==> config.mk <==
export PLATFORM = sky130hd
export DESIGN_NAME = mmsc_ctrl
export DESIGN_NICKNAME = d
export VERILOG_FILES = /design/src/mmsc_pkg.sv /design/src/mmsc_ctrl.sv
export SDC_FILE = /design/constraint.sdc
export NUM_CORES = 1
export LEC_CHECK = 0
export ABC_AREA = 0
export BUFFER_PORTS_ARGS = -buffer_cell sky130_fd_sc_hd__buf_4
export CAP_MARGIN = 10
export CORE_ASPECT_RATIO = 2
export CORE_UTILIZATION = 48
export CTS_CLUSTER_SIZE = 30
export DETAILED_ROUTE_END_ITERATION = 12
export GPL_TIMING_DRIVEN = 0
export PLACE_DENSITY = 0.76
export RECOVER_POWER = 50
export SLEW_MARGIN = 20
export SYNTH_ARGS = -nofsm -noshare
export SYNTH_HDL_FRONTEND = slang
export SYNTH_SLANG_ARGS = --single-unit
==> constraint.sdc <==
create_clock -name ref_clk_in -period 3.5 [get_ports ref_clk_in]
set_input_delay 0.525 -clock ref_clk_in [delete_from_list [all_inputs] [get_ports ref_clk_in]]
set_output_delay 0.525 -clock ref_clk_in [all_outputs]
set_load 0.02 [all_outputs]
==> src/mmsc_pkg.sv <==
package mmsc_pkg;
  localparam int unsigned CLK_HZ = 40000000;
  localparam int unsigned STEP_MS = 100;
  localparam int unsigned STEP_CYC = CLK_HZ / 1000 * STEP_MS;
  localparam int unsigned SUP_TIMEOUT_MS = 1000;
  localparam int unsigned SUP_CYC = CLK_HZ / 1000 * SUP_TIMEOUT_MS;
  localparam logic [7:0] INIT_ADDR = 8'h00;
  localparam logic [3:0] INIT_BAUD = 4'h6; // 9600 bps baud code
  localparam logic INIT_CKSUM = 1'b0;
  localparam logic INIT_PROTO = 1'b0; // 0 ascii, 1 modbus rtu
  localparam logic [7:0] MB_FUNC_CFG = 8'h46;
  localparam logic [7:0] MB_SUB_TYPE = 8'h08;
  localparam logic [15:0] UNDER_CODE = 16'h8000;
  localparam logic [15:0] OVER_CODE = 16'h7FFF;
  localparam logic [15:0] LOW_RST = 16'h0000;
  localparam logic [15:0] HIGH_RST = 16'h0000;
  typedef enum logic [2:0] {
    MMSC_CMD_NONE, MMSC_CMD_RST_QUERY, MMSC_CMD_READBACK, MMSC_CMD_CFG_SET,
    MMSC_CMD_PROTO_SEL, MMSC_CMD_CHAN_TYPE, MMSC_CMD_CAL_RELOAD, MMSC_CMD_MODBUS
  } mmsc_cmd_t;
  typedef enum {MMSC_IDLE, MMSC_BUSY} mmsc_state_t;

  // signed full-scale limits for a type code, {low, high}
  function automatic logic [31:0] mmsc_range(input logic [7:0] code);
    case (code)
      8'h07: mmsc_range = {16'sd4000, 16'sd20000};
      8'h08: mmsc_range = {-16'sd10000, 16'sd10000};
      8'h09: mmsc_range = {-16'sd5000, 16'sd5000};
      8'h0A: mmsc_range = {-16'sd10000, 16'sd10000};
      8'h0B: mmsc_range = {-16'sd5000, 16'sd5000};
      8'h0C: mmsc_range = {-16'sd15000, 16'sd15000};
      8'h0D: mmsc_range = {-16'sd20000, 16'sd20000};
      8'h1A: mmsc_range = {16'sd0, 16'sd20000};
      default: mmsc_range = {LOW_RST, HIGH_RST};
    endcase
  endfunction : mmsc_range
endpackage : mmsc_pkg

==> src/mmsc_ctrl.sv <==
`timescale 1ns/100ps
module mmsc_ctrl
  import mmsc_pkg::*;
(
  input wire logic ref_clk_in, // 40 MHz system clock
  input wire logic rst_n_in, // synchronous power-on reset, active low
  input wire logic init_n_in, // init pin, low selects init mode
  input wire logic init_sw_in, // rear switch, high in init position
  input wire logic heartbeat_in, // firmware alive pulse
  input wire logic cmd_valid_in, // one-cycle command received
  input wire mmsc_cmd_t cmd_in, // decoded command
  input wire logic [7:0] cmd_func_in, // modbus function code
  input wire logic [7:0] cmd_sub_in, // modbus sub-function
  input wire logic [7:0] cmd_arg_in, // new type code or address
  input wire logic [3:0] cmd_baud_in, // new baud code
  input wire logic cmd_cksum_in, // new checksum enable
  input wire logic cmd_proto_in, // new protocol select
  input wire logic [7:0] cmd_fmt_in, // new data format
  input wire logic resp_done_in, // one-cycle response sent
  input wire logic [7:0] nv_addr_in, // stored address
  input wire logic [7:0] nv_type_in, // stored type code
  input wire logic [3:0] nv_baud_in, // stored baud code
  input wire logic nv_cksum_in, // stored checksum enable
  input wire logic nv_proto_in, // stored protocol
  input wire logic [15:0] fact_cal_in, // factory calibration word
  input wire logic [7:0] wdt_steps_in, // host timeout, 100 ms steps
  input wire logic wdt_en_in, // host watchdog enable
  input wire logic [3:0] do_safe_in, // safe output value
  input wire logic [3:0] do_pon_in, // power-on output value
  input wire logic use_safe_in, // load safe value after reset
  input wire logic [3:0] do_req_in, // output value from host
  input wire logic do_wr_in, // one-cycle output write
  input wire logic signed [31:0] raw_in, // scaled reading
  output logic [15:0] eng_out, // engineering-unit word
  output logic led_out, // power led, high lit
  output logic init_mode_out, // init mode latched at power-on
  output logic [7:0] addr_out, // active address
  output logic [7:0] type_out, // active type code
  output logic [7:0] fmt_out, // active data format
  output logic [3:0] baud_out, // active baud code
  output logic cksum_out, // active checksum enable
  output logic proto_out, // active protocol
  output logic [15:0] cal_out, // active calibration word
  output logic rst_flag_out, // reset-status flag
  output logic rst_resp_out, // flag value reported in response
  output logic wdt_to_out, // host watchdog timed out
  output logic [3:0] do_out, // digital outputs
  output logic sup_rst_out // supervisor reset pulse
);
  logic init_a_q; // init pin, first stage
  logic init_b_q; // init pin, synchronised
  logic sw_a_q; // rear switch, first stage
  logic sw_b_q; // rear switch, synchronised
  logic hb_a_q; // heartbeat, first stage
  logic hb_b_q; // heartbeat, synchronised
  logic boot_q; // first cycle after reset
  logic ld_q; // config load cycle
  logic pend_q; // flag clear waits for response
  logic busy_q; // command in progress
  logic [31:0] sup_cnt_q; // supervisor idle cycles
  logic [31:0] step_cnt_q; // cycles within a 100 ms step
  logic [7:0] wdt_cnt_q; // elapsed host timeout steps
  logic [15:0] raw_lo_q; // low word of the last reading
  logic [31:0] range_w; // {low, high} for the active type
  logic signed [15:0] lo_w; // low full scale
  logic signed [15:0] hi_w; // high full scale
  logic in_init_w; // init mode requested by pins
  logic under_w; // reading below range
  logic over_w; // reading above range
  logic cfg_ok_w; // locked command allowed
  logic type_ok_w; // type code change accepted
  logic step_w; // 100 ms enable pulse
  logic to_w; // host timeout reached
  logic sup_end_w; // supervisor about to expire

  // input synchronisers
  always_ff @(posedge ref_clk_in) begin
    init_a_q <= init_n_in;
    init_b_q <= init_a_q;
    sw_a_q <= init_sw_in;
    sw_b_q <= sw_a_q;
    hb_a_q <= heartbeat_in;
    hb_b_q <= hb_a_q;
  end

  // range and command decode
  assign range_w = mmsc_range(type_out);
  assign lo_w = signed'(range_w[31:16]);
  assign hi_w = signed'(range_w[15:0]);
  assign under_w = raw_in < 32'(lo_w);
  assign over_w = raw_in > 32'(hi_w);
  assign in_init_w = !init_b_q || sw_b_q;
  assign cfg_ok_w = cmd_valid_in && init_mode_out;
  assign type_ok_w = cmd_valid_in && ((cmd_in == MMSC_CMD_CHAN_TYPE) ||
    (cmd_in == MMSC_CMD_MODBUS && cmd_func_in == MB_FUNC_CFG &&
     cmd_sub_in == MB_SUB_TYPE));
  assign step_w = step_cnt_q == STEP_CYC - 1;
  assign to_w = wdt_en_in && step_w && (wdt_cnt_q + 8'h01 >= wdt_steps_in);
  assign sup_end_w = sup_cnt_q == 32'(SUP_CYC - 2);

  // engineering-unit clamp, two's complement
  always_ff @(posedge ref_clk_in) begin
    if (!rst_n_in) eng_out <= 16'h0000;
    else if (under_w) eng_out <= UNDER_CODE;
    else if (over_w) eng_out <= OVER_CODE;
    else eng_out <= raw_in[15:0];
  end

  // low word kept for the pass-through check
  always_ff @(posedge ref_clk_in) begin
    raw_lo_q <= raw_in[15:0];
  end

  // module supervisor: times out without heartbeat
  always_ff @(posedge ref_clk_in) begin
    if (!rst_n_in || hb_b_q || sup_rst_out) sup_cnt_q <= 32'h0;
    else sup_cnt_q <= sup_cnt_q + 32'h1;
  end

  // registered expiry pulse, one cycle long
  always_ff @(posedge ref_clk_in) begin
    if (!rst_n_in || hb_b_q || sup_rst_out) sup_rst_out <= 1'b0;
    else sup_rst_out <= sup_end_w;
  end

  // boot: latch init mode then load config on next edge
  always_ff @(posedge ref_clk_in) begin
    if (!rst_n_in || sup_rst_out) begin
      boot_q <= 1'b1;
      ld_q <= 1'b0;
    end else begin
      boot_q <= 1'b0;
      ld_q <= boot_q;
    end
  end

  always_ff @(posedge ref_clk_in) begin
    if (!rst_n_in) init_mode_out <= 1'b0;
    else if (boot_q) init_mode_out <= in_init_w;
  end

  // active configuration
  always_ff @(posedge ref_clk_in) begin
    if (!rst_n_in) begin
      addr_out <= INIT_ADDR;
      baud_out <= INIT_BAUD;
      cksum_out <= INIT_CKSUM;
      proto_out <= INIT_PROTO;
      type_out <= 8'h00;
      fmt_out <= 8'h00;
    end else if (ld_q) begin
      type_out <= nv_type_in;
      addr_out <= init_mode_out ? INIT_ADDR : nv_addr_in;
      baud_out <= init_mode_out ? INIT_BAUD : nv_baud_in;
      cksum_out <= init_mode_out ? INIT_CKSUM : nv_cksum_in;
      proto_out <= init_mode_out ? INIT_PROTO : nv_proto_in;
    end else begin
      if (type_ok_w) type_out <= cmd_arg_in;
      if (cmd_valid_in && cmd_in == MMSC_CMD_CFG_SET) begin
        fmt_out <= cmd_fmt_in;
        if (!init_mode_out) addr_out <= cmd_arg_in;
      end
      if (cfg_ok_w && cmd_in == MMSC_CMD_CFG_SET) begin
        baud_out <= cmd_baud_in;
        cksum_out <= cmd_cksum_in;
      end
      if (cfg_ok_w && cmd_in == MMSC_CMD_PROTO_SEL) proto_out <= cmd_proto_in;
    end
  end

  // calibration reload
  always_ff @(posedge ref_clk_in) begin
    if (!rst_n_in || ld_q) cal_out <= fact_cal_in;
    else if (cmd_valid_in && cmd_in == MMSC_CMD_CAL_RELOAD) cal_out <= fact_cal_in;
  end

  // led: off on command, on after response
  always_ff @(posedge ref_clk_in) begin
    if (!rst_n_in) begin
      led_out <= 1'b1;
      busy_q <= 1'b0;
    end else if (resp_done_in) begin
      led_out <= 1'b1;
      busy_q <= 1'b0;
    end else if (cmd_valid_in) begin
      led_out <= 1'b0;
      busy_q <= 1'b1;
    end
  end

  // reset-status flag with pending clear after query response
  always_ff @(posedge ref_clk_in) begin
    if (!rst_n_in || sup_rst_out) begin
      rst_flag_out <= 1'b1;
      pend_q <= 1'b0;
      rst_resp_out <= 1'b0;
    end else if (cmd_valid_in && cmd_in == MMSC_CMD_RST_QUERY) begin
      rst_resp_out <= rst_flag_out;
      pend_q <= 1'b1;
    end else if (resp_done_in && pend_q) begin
      rst_flag_out <= 1'b0;
      pend_q <= 1'b0;
    end
  end

  // host watchdog in 100 ms steps
  always_ff @(posedge ref_clk_in) begin
    if (!rst_n_in || cmd_valid_in || !wdt_en_in || step_w) step_cnt_q <= 32'h0;
    else step_cnt_q <= step_cnt_q + 32'h1;
  end

  always_ff @(posedge ref_clk_in) begin
    if (!rst_n_in || cmd_valid_in || !wdt_en_in) wdt_cnt_q <= 8'h00;
    else if (step_w && wdt_cnt_q != 8'hFF) wdt_cnt_q <= wdt_cnt_q + 8'h01;
  end

  always_ff @(posedge ref_clk_in) begin
    if (!rst_n_in || !wdt_en_in) wdt_to_out <= 1'b0;
    else if (to_w) wdt_to_out <= 1'b1;
    else if (cmd_valid_in) wdt_to_out <= 1'b0;
  end

  // digital outputs
  always_ff @(posedge ref_clk_in) begin
    if (!rst_n_in) do_out <= 4'h0;
    else if (ld_q) do_out <= use_safe_in ? do_safe_in : do_pon_in;
    else if (to_w || wdt_to_out) do_out <= do_safe_in;
    else if (do_wr_in) do_out <= do_req_in;
  end
endmodule : mmsc_ctrl

==> impl_metrics.py <==
metrics = {
    "pwr": {
        "p_leak_nw": 4.06,
        "p_per_area_nw_per_um2": 434,
        "irDropWorstVdd_uv": 355,
    },
    "drt": {
        "drtIter0Drc": 161,
        "drcViolationCount": 0,
        "wl_met3_um": 925,
        "ant_nets": 0,
        "met1_length_mm": 7.45,
        "wire_per_inst_um": 15.9,
        "routed_via_density": 5.42,
        "wl_met2_mm": 12.1,
        "routed_wl_mm": 21.5,
        "highest_layer": "met4",
        "dr_total_vias": 7326,
        "firstDrtPassIters": 5,
    },
    "die": {
        "num_rows": 67,
        "die-width_um": 94.2,
        "initial_utilization_pct": 48.9,
        "die_h_um": 186,
        "io_pins": 213,
        "dieArea_sq_um": 17600,
        "placeableCoreArea_sq_um": 16700,
    },
    "yosys": {
        "ys_seq_elements": 170,
        "syn_area_sq_um": 8170,
        "syn-num-nets": 1091,
        "synth_flop_cell": "dfxtp_1",
        "synth_edf_count": 16,
        "synth_warnings": 0,
        "synth_cells": 899,
        "yosysTopAreaCell": "dfxtp_1",
        "yosysSeqAreaShare_pct": 43.6,
        "synth_area_per_cell_sq_um": 9.08,
        "synth_top_cells_by_area": "dfxtp_1, ha_1, edfxtp_1",
        "async_reset_ff_share_pct": 0,
        "synth_commonest_cells": "dfxtp_1, nor2_1, nand2_1",
        "ys_types": 64,
        "synth_top_area_share_pct": 37.8,
        "synth.most_common_cell": "dfxtp_1",
    },
    "sta": {
        "rsz0062_at_grt": "false",
        "tightest_slew_ps": 1100,
        "period_minus_slack_ps": 3420,
        "fmax_ghz": 0.292,
        "worst_hold_slack_ps": 219,
        "worst_slew_margin_rel_pct": 25.8,
        "totalNegativeSetupSlack_ps": 0,
        "finalSetupViolCount": 0,
        "hold_viol_final": 0,
        "slew_viol_final": 0,
        "skew_ps": 10.3,
        "finalCritPeriodShare_pct": 97.7,
    },
    "clock_network": {
        "clockRootBuffer": "clkbuf_16",
        "cts.clk_slew.worst_paths_ps": 70,
        "clk_path_buf_depth": 2,
        "htree_levels": 4,
        "cts_made_buffers": 17,
        "clock_sinks": 170,
        "clk_latency_ps": 430,
        "cts_tree": "built",
    },
    "setup_path": {
        "cp-start-kind": "flip-flop",
        "crit_path_start": "type_out[6]$_SDFFE_PN0N_",
        "cp.arrival_ps": 3730,
        "rr_endpoint": "eng_out[7]$_SDFF_PP0_",
        "r2r_cells": 14,
        "worstPathMaxFanout": 10,
        "r2r_start": "type_out[6]$_SDFFE_PN0N_",
        "path_class": "flip-flop to flip-flop",
        "crit_path_end_kind": "flip-flop",
        "crit_required_ps": 3810,
        "crit_path_end": "eng_out[7]$_SDFF_PP0_",
        "reg2reg_slack_ps": 80,
    },
    "flow_run": {
        "cap_violations": 0,
    },
    "grt": {
        "grt_max_degree": 19,
        "grt_overflow": 0,
        "grtUsageTotal_pct": 25.2,
        "grt_pass1_wl_mm": 34.4,
        "grt_pass1_vias": 7522,
        "grt_antenna_before_repair": 0,
    },
    "final_layout": {
        "nets": 1324,
        "regArea_sq_um": 3560,
        "num-fill-cells": 1520,
        "syn2layout_area_growth_pct": 27.4,
        "diodes": 0,
        "multi_input_area_sq_um": 4420,
        "finish.instance_area_sq_um": 10400,
        "drive_gt1_share_pct": 18.3,
    },
    "status": {
        "outcome": "finished clean",
    },
    "placement": {
        "port_buffers": 209,
        "postPlaceCellArea_sq_um": 10000,
        "place.gp.congestion": 0.871,
        "dp_hpwl_mm": 17.2,
    },
    "min_path": {
        "hold_class": "input pin to flip-flop",
        "hold_depth": 1,
    },
}
area by class of cell:
cell class	instances	share of cell area (%)
repair buffers	214	12.8
flip-flops and latches	170	34.3
well taps	207	2.49
clock inverters	12	1.07
multi-input cells	673	42.5
plain buffers	31	1.48
inverters	25	0.902
clock buffers	20	4.41
sequential cells by signal, indices dropped and copies added (netlist names), 4 cells and up, named ones only:
| name | cells |
|---|---|
| do_out | 4 |
| wdt_cnt_q | 8 |
| baud_out | 4 |
| eng_out | 16 |
| cal_out | 16 |
| sup_cnt_q | 32 |
| fmt_out | 8 |
| step_cnt_q | 32 |
| addr_out | 8 |
| type_out | 8 |
worst max-delay path: stages, from the launching register on:
cell,delay (ps)
dfxtp_1,350
nor3_4,270
buf_8,160
buf_4,140
nand2_1,60
ha_1,260
o21ai_0,140
a21oi_1,60
o31ai_1,480
a21oi_1,220
or4_1,560
and3_1,230
buf_6,140
buf_8,130
o21a_1,100
cells by family after synthesis:
family / Yosys count / synth area share, %
buf+inv: 56 / 2.91
simple gates: 384 / 23.5
compound gates: 155 / 12.8
flops: 170 / 43.6
fa+ha+maj: 51 / 7.81
mux: 23 / 2.90
xor+xnor: 60 / 6.44
through the flow:
stage | total power [mW] | worst slack (ps) | util [%] | instances
2_1_floorplan | 2.45 | 6.76 | - | 899
3_3_place_gp | 2.75 | -511 | 60.0 | 1315
3_5_place_dp | 2.77 | -550 | 60.1 | 1316
4_1_cts | 4.58 | 20.9 | 63.7 | 1349
5_1_grt | 4.68 | 13.6 | 62.3 | 1352
6_report | 4.51 | 79.1 | 62.3 | 1352
what timing repair did:
item | 4_1_cts | 5_1_grt
pin swaps | 1 | 2
buffers inserted | 1 | 3
endpoints found under the setup margin | 16 | 15
hold buffers | 0 | 0
gates resized for setup | 4 | 3
per-layer routing:
layer	vias to the layer above	track usage, %
li1	3664	-
met1	3383	23.3
met3	67	3.91
met5	-	0
met4	0	14.7
met2	212	49.2
worst min path at each step:
stage,startpoint,to,slack [ps]
floorplan,hb_a_q$_DFF_P_,hb_b_q$_DFF_P_,310
global placement,init_a_q$_DFF_P_,init_b_q$_DFF_P_,310
detailed placement,hb_a_q$_DFF_P_,hb_b_q$_DFF_P_,310
CTS,heartbeat_in,hb_a_q$_DFF_P_,190
global route,heartbeat_in,hb_a_q$_DFF_P_,210
finish,heartbeat_in,hb_a_q$_DFF_P_,220
layout by cell type, fill, tap and decap left out, types with 20 or more instances in the layout:
cell / n
a21oi_1: 45
buf_4: 122
clkbuf_1: 97
dfxtp_1: 154
ha_1: 50
inv_1: 24
nand2_1: 79
nand3_1: 25
nand4_1: 20
nor2_1: 127
nor3_1: 23
o21ai_0: 24
xnor2_1: 21
xor2_1: 39
power by group:
part	leakage (nW)	switching (mW)	internal, mW
sequential	1.42	0.0321	2.04
clock	0.276	0.790	1.03
combinational	2.37	0.345	0.272
Note: power is estimated with default switching activity, not from simulation.
